--- src/logic/dmf_pkg.sv ---
// Constants shared by the drive motion fault monitor and its pulse-rate checker.
// Assumes one 100 MHz control clock and inputs already synchronous to it.
// Behaviour
// - A gearing pulse rate above the maximum input frequency latches the pulse over-frequency fault and disables the drive.
// - A stall condition holds while current is above the continuous setting and above 0.9 of the peak limit and velocity is below the stall threshold.
// - A stall condition that lasts longer than the stall duration threshold latches the stall fault and disables the drive.
// - A fieldbus target that would exceed the velocity limit is rejected, latches the velocity fault and disables the drive.
// - A fieldbus target that would exceed the acceleration or deceleration limit is rejected, latches the accel fault and disables the drive.
// - Loss of the fieldbus link latches the cable disconnect fault and disables the drive.
`default_nettype none
package dmf_pkg;
   localparam int CLK_PERIOD_NS = 10;
   localparam int CUR_W = 16;
   localparam int VEL_W = 16;
   localparam int POS_W = 32;
   localparam int TIME_W = 32;
   // Pulse-rate measurement window and the highest legal input frequency
   localparam int PULSE_WIN_NS = 10000;
   localparam int PULSE_MAX_FREQ_KHZ = 4000;
   localparam int WIN_W = 10;
   localparam int EDGE_W = 8;
   localparam logic [WIN_W-1:0] PULSE_WIN_LAST = WIN_W'(PULSE_WIN_NS / CLK_PERIOD_NS - 1);
   localparam logic [EDGE_W-1:0] PULSE_MAX_EDGES = EDGE_W'(PULSE_MAX_FREQ_KHZ * PULSE_WIN_NS / 1000000);
   // Stall current ratio, 9 of 10 of the peak limit
   localparam logic [3:0] STALL_NUM = 4'h9;
   localparam logic [3:0] STALL_DEN = 4'hA;
   localparam logic [POS_W-1:0] TARGET_RST = 32'h0;
   localparam logic [TIME_W-1:0] STALL_CNT_MAX = 32'hFFFFFFFF;
endpackage
`default_nettype wire

--- src/logic/dmf_pulse_if.sv ---
// Carries the gearing pulse line to the rate checker and its over-rate event back.
// Assumes both ends sit in the same clock domain.
`default_nettype none
interface dmf_pulse_if;
   logic pulse_in;
   logic over_freq;
   modport mon (input pulse_in, output over_freq);
   modport top (output pulse_in, input over_freq);
endinterface
`default_nettype wire

--- src/logic/dmf_pulse_monitor.sv ---
// Gearing pulse rate checker: counts rising edges in a fixed window.
// Assumes the pulse line is synchronous to clk_sys.
`default_nettype none
module dmf_pulse_monitor (
   input wire logic clk_sys,
   input wire logic rstn,
   dmf_pulse_if.mon pif
);
   import dmf_pkg::*;

   logic prev_q;
   logic [WIN_W-1:0] win_cnt_q;
   logic [EDGE_W-1:0] edge_cnt_q;
   logic over_q;
   logic rise;
   logic win_end;

   assign rise = pif.pulse_in & ~prev_q;
   assign win_end = (win_cnt_q == PULSE_WIN_LAST);
   assign pif.over_freq = over_q;

   // Edge detector
   always_ff @(posedge clk_sys) begin
      if (!rstn) begin
         prev_q <= 1'b0;
      end else begin
         prev_q <= pif.pulse_in;
      end
   end

   // Free-running window timer
   always_ff @(posedge clk_sys) begin
      if (!rstn) begin
         win_cnt_q <= '0;
      end else if (win_end) begin
         win_cnt_q <= '0;
      end else begin
         win_cnt_q <= win_cnt_q + WIN_W'(1);
      end
   end

   // Edge count saturates one above the limit so the event fires once a window
   always_ff @(posedge clk_sys) begin
      if (!rstn) begin
         edge_cnt_q <= '0;
      end else if (win_end) begin
         edge_cnt_q <= {{(EDGE_W-1){1'b0}}, rise};
      end else if (rise && edge_cnt_q <= PULSE_MAX_EDGES) begin
         edge_cnt_q <= edge_cnt_q + EDGE_W'(1);
      end
   end

   // Report as soon as the count passes the limit, not at window end
   always_ff @(posedge clk_sys) begin
      if (!rstn) begin
         over_q <= 1'b0;
      end else begin
         over_q <= rise && !win_end && (edge_cnt_q == PULSE_MAX_EDGES);
      end
   end
endmodule
`default_nettype wire

--- src/logic/dmf_fault_monitor.sv ---
// Drive motion fault monitor: pulse rate, stall, fieldbus limits and link loss.
// Assumes all inputs are synchronous to clk_sys; limits are held steady by software.
`default_nettype none
module dmf_fault_monitor (
   input wire logic clk_sys,
   input wire logic rstn,
   input wire logic pulse_in,
   input wire logic [dmf_pkg::CUR_W-1:0] motor_current,
   input wire logic [dmf_pkg::VEL_W-1:0] motor_velocity,
   input wire logic [dmf_pkg::CUR_W-1:0] continuous_current_setting,
   input wire logic [dmf_pkg::CUR_W-1:0] peak_current_limit,
   input wire logic [dmf_pkg::VEL_W-1:0] stall_velocity_threshold,
   input wire logic [dmf_pkg::TIME_W-1:0] stall_duration_threshold,
   input wire logic cmd_valid,
   input wire logic [dmf_pkg::POS_W-1:0] cmd_target,
   input wire logic [dmf_pkg::POS_W-1:0] velocity_limit,
   input wire logic [dmf_pkg::POS_W-1:0] accel_limit,
   input wire logic [dmf_pkg::POS_W-1:0] decel_limit,
   input wire logic link_up,
   input wire logic fault_clear,
   input wire logic drive_enable_req,
   output logic drive_enable,
   output logic pulse_overfrequency_fault,
   output logic stall_fault,
   output logic fieldbus_velocity_fault,
   output logic accel_limit_fault,
   output logic cable_disconnect_fault,
   output logic stall_active,
   output logic cmd_accept,
   output logic cmd_reject,
   output logic [dmf_pkg::POS_W-1:0] target_position
);
   import dmf_pkg::*;

   // Magnitude of a signed 33-bit difference
   function automatic logic [POS_W:0] mag(input logic [POS_W:0] v);
      mag = v[POS_W] ? (~v + (POS_W+1)'(1)) : v;
   endfunction

   dmf_pulse_if pif ();

   logic pulse_fault_q, stall_fault_q, vel_fault_q, acc_fault_q, cable_fault_q;
   logic pulse_fault_d, stall_fault_d, vel_fault_d, acc_fault_d, cable_fault_d;
   logic drive_enable_q, stall_active_q, cmd_accept_q, cmd_reject_q, link_prev_q;
   logic [TIME_W-1:0] stall_cnt_q;
   logic [POS_W-1:0] target_q;
   logic [POS_W:0] prev_vel_q;
   logic any_fault, stall_cond, stall_set, link_lost;
   logic [19:0] cur_scaled, lim_scaled;
   logic [POS_W:0] step, vel, dvel;
   logic cmd_live, vel_bad, acc_bad;

   assign pif.pulse_in = pulse_in;

   dmf_pulse_monitor u_pulse (
      .clk_sys(clk_sys),
      .rstn(rstn),
      .pif(pif)
   );

   // Stall condition: compare 10*I against 9*limit to avoid a divider
   assign cur_scaled = {4'h0, motor_current} * {16'h0, STALL_DEN};
   assign lim_scaled = {4'h0, peak_current_limit} * {16'h0, STALL_NUM};
   assign stall_cond = (motor_current > continuous_current_setting) && (cur_scaled > lim_scaled)
      && (motor_velocity < stall_velocity_threshold);
   assign stall_set = stall_cond && (stall_cnt_q >= stall_duration_threshold);

   // Fieldbus checks: step per command is the velocity, change of step the accel
   assign any_fault = pulse_fault_q | stall_fault_q | vel_fault_q | acc_fault_q | cable_fault_q;
   assign cmd_live = cmd_valid && !any_fault;
   assign step = {cmd_target[POS_W-1], cmd_target} - {target_q[POS_W-1], target_q};
   assign vel = mag(step);
   assign dvel = mag(vel - prev_vel_q);
   assign vel_bad = vel > {1'b0, velocity_limit};
   assign acc_bad = (vel > prev_vel_q) ? (dvel > {1'b0, accel_limit})
      : (dvel > {1'b0, decel_limit});
   assign link_lost = link_prev_q && !link_up;

   // Next fault state; a new event beats a simultaneous clear
   always_comb begin
      pulse_fault_d = pif.over_freq | (pulse_fault_q & ~fault_clear);
      stall_fault_d = stall_set | (stall_fault_q & ~fault_clear);
      vel_fault_d = (cmd_live & vel_bad) | (vel_fault_q & ~fault_clear);
      acc_fault_d = (cmd_live & acc_bad) | (acc_fault_q & ~fault_clear);
      cable_fault_d = link_lost | (cable_fault_q & ~fault_clear);
   end

   // Fault latches
   always_ff @(posedge clk_sys) begin
      if (!rstn) begin
         pulse_fault_q <= 1'b0;
         stall_fault_q <= 1'b0;
         vel_fault_q <= 1'b0;
         acc_fault_q <= 1'b0;
         cable_fault_q <= 1'b0;
      end else begin
         pulse_fault_q <= pulse_fault_d;
         stall_fault_q <= stall_fault_d;
         vel_fault_q <= vel_fault_d;
         acc_fault_q <= acc_fault_d;
         cable_fault_q <= cable_fault_d;
      end
   end

   // Drive enable follows the request only while no fault is about to be held
   always_ff @(posedge clk_sys) begin
      if (!rstn) begin
         drive_enable_q <= 1'b0;
      end else begin
         drive_enable_q <= drive_enable_req & ~(pulse_fault_d | stall_fault_d | vel_fault_d
            | acc_fault_d | cable_fault_d);
      end
   end

   // Stall duration counter, saturating so a long stall cannot wrap back to zero
   always_ff @(posedge clk_sys) begin
      if (!rstn) begin
         stall_cnt_q <= '0;
         stall_active_q <= 1'b0;
      end else begin
         stall_active_q <= stall_cond;
         if (!stall_cond) begin
            stall_cnt_q <= '0;
         end else if (stall_cnt_q != STALL_CNT_MAX) begin
            stall_cnt_q <= stall_cnt_q + TIME_W'(1);
         end
      end
   end

   // Command acceptance; commands arriving while a fault is held are ignored
   always_ff @(posedge clk_sys) begin
      if (!rstn) begin
         target_q <= TARGET_RST;
         prev_vel_q <= '0;
         cmd_accept_q <= 1'b0;
         cmd_reject_q <= 1'b0;
      end else begin
         cmd_accept_q <= cmd_live && !vel_bad && !acc_bad;
         cmd_reject_q <= cmd_live && (vel_bad || acc_bad);
         if (cmd_live && !vel_bad && !acc_bad) begin
            target_q <= cmd_target;
            prev_vel_q <= vel;
         end
      end
   end

   // Link level history for loss detection
   always_ff @(posedge clk_sys) begin
      if (!rstn) begin
         link_prev_q <= 1'b0;
      end else begin
         link_prev_q <= link_up;
      end
   end

   assign drive_enable = drive_enable_q;
   assign pulse_overfrequency_fault = pulse_fault_q;
   assign stall_fault = stall_fault_q;
   assign fieldbus_velocity_fault = vel_fault_q;
   assign accel_limit_fault = acc_fault_q;
   assign cable_disconnect_fault = cable_fault_q;
   assign stall_active = stall_active_q;
   assign cmd_accept = cmd_accept_q;
   assign cmd_reject = cmd_reject_q;
   assign target_position = target_q;
endmodule
`default_nettype wire

--- config.mk ---
export PLATFORM = sky130hd
export DESIGN_NAME = dmf_fault_monitor
export DESIGN_NICKNAME = d
export VERILOG_FILES = /design/src/logic/dmf_pkg.sv /design/src/logic/dmf_pulse_if.sv /design/src/logic/dmf_pulse_monitor.sv /design/src/logic/dmf_fault_monitor.sv
export SDC_FILE = /design/constraint.sdc
export NUM_CORES = 1
export LEC_CHECK = 0
export ABC_CLOCK_PERIOD_IN_PS = 23600
export BUFFER_PORTS_ARGS = -buffer_cell sky130_fd_sc_hd__buf_4
export CAP_MARGIN = 20
export CELL_PAD_IN_SITES_DETAIL_PLACEMENT = 2
export CELL_PAD_IN_SITES_GLOBAL_PLACEMENT = 2
export CORE_MARGIN = 10
export CORE_UTILIZATION = 36
export DETAILED_ROUTE_END_ITERATION = 10
export MAX_ROUTING_LAYER = met4
export PLACE_DENSITY_LB_ADDON = 0.2
export SLEW_MARGIN = 25
export SYNTH_ARGS = -nofsm -noshare
export SYNTH_HDL_FRONTEND = slang
export SYNTH_SLANG_ARGS = --single-unit
--- constraint.sdc ---
create_clock -name clk_sys -period 23.6 [get_ports clk_sys]
set_input_delay 1.18 -clock clk_sys [delete_from_list [all_inputs] [get_ports clk_sys]]
set_output_delay 1.18 -clock clk_sys [all_outputs]
set_load 0.02 [all_outputs]
==> results <==
- In this run the power spent charging and discharging nets is 1.48 mW.
- The maximum number of pins on one net before global-route repair is 76.
- In this design, the stage delay of the slowest critical-path cell is 0.65 ns.
- For the pin with the worst max-slew slack, the measured transition is 0.968 ns.
- The critical path endpoint is prev_vel_q[13]$_SDFFE_PN0P_.
- In this run the cell area of the synthesized design comes to 16900 µm².
- The total nets after synthesis is 2860.
- In the post-route analysis, the smallest setup slack over all paths is 12.43 ns.
- The category of the critical setup timing path is input pin to register.
- The number of resized instances in the post-cts repair step is 0.
- Buffers inserted during clock tree synthesis total 17.
- At the end of routability-driven placement, the weighted congestion stood at 0.869.
- The type of the most critical hold path is register to register.
- The initial antenna violation count came to 8.
- The part of the power in the clock network is 9.9%.
- In this run, the number of DRC markers left after iteration 0 of detailed routing was 657.
- The clock-pin slew on the worst setup and hold paths is around 0.07 ns.
- Yosys printed 0 warnings.
- Dividing the synthesized area by the synthesized cell count gives 7.35 µm².
- The flow ran to the end, and the final reports show no timing, DRC or antenna violations.
- In the finished design, the share of the clock period the worst path needs comes to 47.4%.
- The maximum frequency from static timing analysis is roughly 89 MHz.
- The count of cell instances traversed by the critical path is 39.
- The number of hold violations in the final report is 0.
- The final-report max-slew violation count came to 0.
- The maximum fanout encountered on the critical timing path is 33.
- The via count of the first global-routing pass came to 19985.
- The detailed-route DRC error count is 0.
- Detailed placement finished with a half-perimeter wire length of 55.0 mm.
- The filler cells instantiated in the layout total 5455.
- The cts-stage hold buffer count is 0.
- The core region is 46600 µm².
- The wire length of the first global-routing pass is between 100 and 150 mm.
- The post-synthesis to final-layout area growth is 19.2%.
- The aggregate global-route resource usage is 23.9%.
- The area of the die is 56200 µm².
- For flop-to-flop paths, the worst setup slack is 12.86 ns.
- The CTS tree is yes.
- The count of H-tree levels built during CTS is 4.
- The share of power burned in registers is 9.2%.
- Input and output buffers added on the ports amount to 287.
- No sink is reached through more buffers than the 2 on the longest clock path.
- The number of different library cells in the post-synthesis netlist is 88.
- The first detailed-routing pass took 5 iterations.
- IR analysis of the VDD net gives a maximum drop of between 0.00008 and 0.00009 V.
- Of the total power, the share spent switching nets is 54.7%.
- The max-capacitance violation count is 0.
- Using the TritonRoute via totals, the vias-per-cell ratio works out to 5.67.
- At the worst endpoint, the required time is approximately 24 ns.
- The family with the most delay on the worst path is compound AO/OA/AOI/OAI gates.
- The critical path capture point type is a register.
- The share of synthesized registers carrying an async set or reset is 0%.
- The endpoint identified for the worst register-to-register timing path is prev_vel_q[13]$_SDFFE_PN0P_.
- The setup TNS is 0 ns.
- The post-route netlist has 14.2% of its cells at a drive strength greater than 1.
- The net count of the finished layout is 3098.
- The combinational power share is 80.8%.
- The internal portion of the total power is approximately 1.2 mW.
- The clock period minus worst slack is 11.17 ns.
- The horizontal die dimension is 237 µm.
- In the synthesized netlist, the number of instances is between 2000 and 2500.
- Setup repair after global routing left no endpoint under its margin.
- The remaining antenna violation count is 0.
- Once the floorplan was initialized, standard cells occupied 36.4% of the core.
- The buffer count from post-CTS setup fixing is 0.
- The primary flip-flop cell chosen by synthesis mapping is sky130_fd_sc_hd__dfxtp_1.
- Counting flops with a built-in enable in the synthesized netlist gives 0.
- The number of clock sinks is about 130.
- The worst slack at placement is 11.58 ns.
- The final clock skew is 0.0129 ns.
- The final wirelength is 67.5 mm.
- The startpoint identified for the worst register-to-register timing path is target_position[1]$_SDFFE_PN0P_.
- The ratio of total power to cell area is around 130 nW/µm².
- Summed over all cells, the static leakage comes to 9.30 nW.
- Counting both buffers and inverters, the worst setup path holds a total of 6.
- The die is 237 µm tall.
- Setup violations remaining at the end of the flow were counted as 0.
- After synthesis the netlist holds a flip-flop and latch count of 127.
- The clock tree root buffer cell is sky130_fd_sc_hd__clkbuf_16.
- The share of synthesized area occupied by flip-flops and latches is 15.0%.
- The worst path arrival time is 11.54 ns.
- The launching element type of the critical path is an input pin.
- The site row count is around 80.
- The latest clock arrival within the worst-skew pair is 0.45 ns.
- In this run the tightest slew margin relative to its limit is 35.3%.
- The total overflow left after global routing is 0.
- The most critical setup path has its startpoint at cmd_target[0].
- The average wire per cell in the routed design is 21.3 µm.
- roughly 290 I/O pins were placed.
- The overall via count from detail_route is 17965.
- Counting cells, the worst reg-to-reg path comes to 34.
- The master of the slowest instance on the critical path is sky130_fd_sc_hd__o31ai_1.
cells in the mapped netlist, types with 26 or more instances:
cell type / instances / area share, %
sky130_fd_sc_hd__nand3_1: 118 / 3.5
sky130_fd_sc_hd__ha_1: 304 / 22
sky130_fd_sc_hd__o21ai_1: 51 / 1.5
sky130_fd_sc_hd__inv_1: 282 / 6.2
sky130_fd_sc_hd__nand2_1: 121 / 2.7
sky130_fd_sc_hd__a21oi_1: 206 / 6.1
sky130_fd_sc_hd__nor2_1: 165 / 3.7
sky130_fd_sc_hd__nor3_1: 35 / 1.0
sky130_fd_sc_hd__xnor2_1: 96 / 5.0
sky130_fd_sc_hd__nand4_1: 61 / 2.3
sky130_fd_sc_hd__nor2b_1: 27 / 1.0
sky130_fd_sc_hd__nand2b_1: 26 / 0.96
sky130_fd_sc_hd__xor2_1: 62 / 3.2
sky130_fd_sc_hd__clkbuf_1: 54 / 1.2
sky130_fd_sc_hd__and3_1: 28 / 1.0
sky130_fd_sc_hd__a21o_1: 68 / 3.0
sky130_fd_sc_hd__dfxtp_1: 127 / 15
sky130_fd_sc_hd__o21ai_0: 127 / 3.8
stage by stage:
stage          power, mW  cells  utilization [%]  area [µm²]  hold WS [ns]
6_report            2.71   3170             43.4       20200         0.461
5_1_grt             3.00   3170             43.4       20200         0.494
4_1_cts             2.71   3161             43.3       20200         0.468
3_5_place_dp        2.42   3130             42.1       19600         0.459
3_3_place_gp        2.29   3130             42.1       19600         0.423
2_1_floorplan       1.78   2305                -       16900         0.413
sequential cells by signal, indices dropped and copies added, names as in the netlist, 8 cells and up:
signal,flops
prev_vel_q,33
stall_cnt_q,32
target_position,32
u_pulse.win_cnt_q,10
u_pulse.edge_cnt_q,8
cells by family after synthesis:
family,after synthesis,share of synthesized area (%)
AOI/OAI and AO/OA,656,24.2
xor gates and xnor gates,158,8.16
adders and majority gates,308,22.9
buffers and inverters,357,8.23
DFF,127,15.0
muxes,5,0.303
and+or+nand+nor,694,21.1
power by group through the flow:
| stage | registers (mW) | logic [mW] | clock network [mW] |
|---|---|---|---|
| finish | 0.250 | 2.19 | 0.270 |
| global route | 0.252 | 2.46 | 0.285 |
| detailed placement | 0.254 | 2.17 | 0 |
| global placement | 0.253 | 2.04 | 0 |
| floorplan | 0.262 | 1.51 | 0 |
| CTS | 0.250 | 2.19 | 0.276 |
worst min-delay path by stage:
stage / slack (ns) / from / cells after the start / endpoint
finish: 0.46 / u_pulse.win_cnt_q[0]$_SDFF_PP0_ / 1 / u_pulse.win_cnt_q[0]$_SDFF_PP0_
global route: 0.49 / u_pulse.win_cnt_q[0]$_SDFF_PP0_ / 1 / u_pulse.win_cnt_q[0]$_SDFF_PP0_
CTS: 0.47 / u_pulse.win_cnt_q[0]$_SDFF_PP0_ / 1 / u_pulse.win_cnt_q[0]$_SDFF_PP0_
detailed placement: 0.46 / u_pulse.win_cnt_q[0]$_SDFF_PP0_ / 1 / u_pulse.win_cnt_q[0]$_SDFF_PP0_
global placement: 0.42 / u_pulse.win_cnt_q[0]$_SDFF_PP0_ / 1 / u_pulse.win_cnt_q[0]$_SDFF_PP0_
floorplan: 0.41 / u_pulse.win_cnt_q[0]$_SDFF_PP0_ / 1 / u_pulse.win_cnt_q[0]$_SDFF_PP0_
cells in the final DEF (no fill, tap or decap), types with 5 or more instances in the layout:
cell,netlist,layout
sky130_fd_sc_hd__and2_1,23,23
sky130_fd_sc_hd__or3_1,11,11
sky130_fd_sc_hd__nand2b_1,26,26
sky130_fd_sc_hd__inv_1,282,281
sky130_fd_sc_hd__a31oi_1,24,24
sky130_fd_sc_hd__nor3_1,35,35
sky130_fd_sc_hd__clkbuf_16,0,17
sky130_fd_sc_hd__diode_2,0,8
sky130_fd_sc_hd__o211ai_1,17,17
sky130_fd_sc_hd__nor2b_1,27,27
sky130_fd_sc_hd__o211a_1,7,7
sky130_fd_sc_hd__o21a_1,21,21
sky130_fd_sc_hd__nand2_1,121,120
sky130_fd_sc_hd__nand4_1,61,61
sky130_fd_sc_hd__o2111ai_1,6,6
sky130_fd_sc_hd__o21ai_0,127,127
sky130_fd_sc_hd__o31ai_1,20,20
sky130_fd_sc_hd__and4_1,15,15
sky130_fd_sc_hd__nor2_1,165,165
sky130_fd_sc_hd__and3_1,28,28
sky130_fd_sc_hd__xor2_1,62,62
sky130_fd_sc_hd__buf_4,0,293
sky130_fd_sc_hd__nand4b_1,5,5
sky130_fd_sc_hd__a21o_1,68,68
sky130_fd_sc_hd__o21ai_1,51,51
sky130_fd_sc_hd__o221ai_1,6,6
sky130_fd_sc_hd__a21boi_0,7,7
sky130_fd_sc_hd__a211o_1,7,7
sky130_fd_sc_hd__or2_2,12,12
sky130_fd_sc_hd__nand3_1,118,118
sky130_fd_sc_hd__a21oi_1,206,206
sky130_fd_sc_hd__ha_1,304,304
sky130_fd_sc_hd__nor4_1,17,17
sky130_fd_sc_hd__a22oi_1,6,6
sky130_fd_sc_hd__a211oi_1,19,19
sky130_fd_sc_hd__xnor2_1,96,96
sky130_fd_sc_hd__dfxtp_1,127,127
worst register-to-register path: cells and delay by family, from the launching register on:
family                   cells  cell delay [ns]
XOR/XNOR                     3             0.92
AO/OA/AOI/OAI               12             4.17
multiplexers                 1             0.46
buffers and inverters        3             0.72
flip-flops                   1             0.36
AND/OR/NAND/NOR             12             3.16
adder cells (fa/ha/maj)      3             0.87
area by class of cell:
cell class	instances	area (µm²)	share of cell area, %
diodes	8	20.0	0.0991
well taps	607	759	3.76
clock buffers	22	454	2.25
flip-flops and latches	127	2540	12.6
repair buffers	294	2230	11.0
inverters	282	1060	5.24
clock inverters	9	111	0.551
multi-input cells	1821	13000	64.5
layer usage:
metal  global-route usage (%)  part of all wire, %  vias up  wire length (µm)
li1                         -                    -     8731                 -
met1                     27.9                   44     8947             29400
met2                     42.5                   52      240             35000
met3                     3.95                  3.2       47              2140
met4                     4.56                  1.3        0               886
met5                        -                    0        -                 0
No activity file was read; power rests on OpenSTA's default activity.
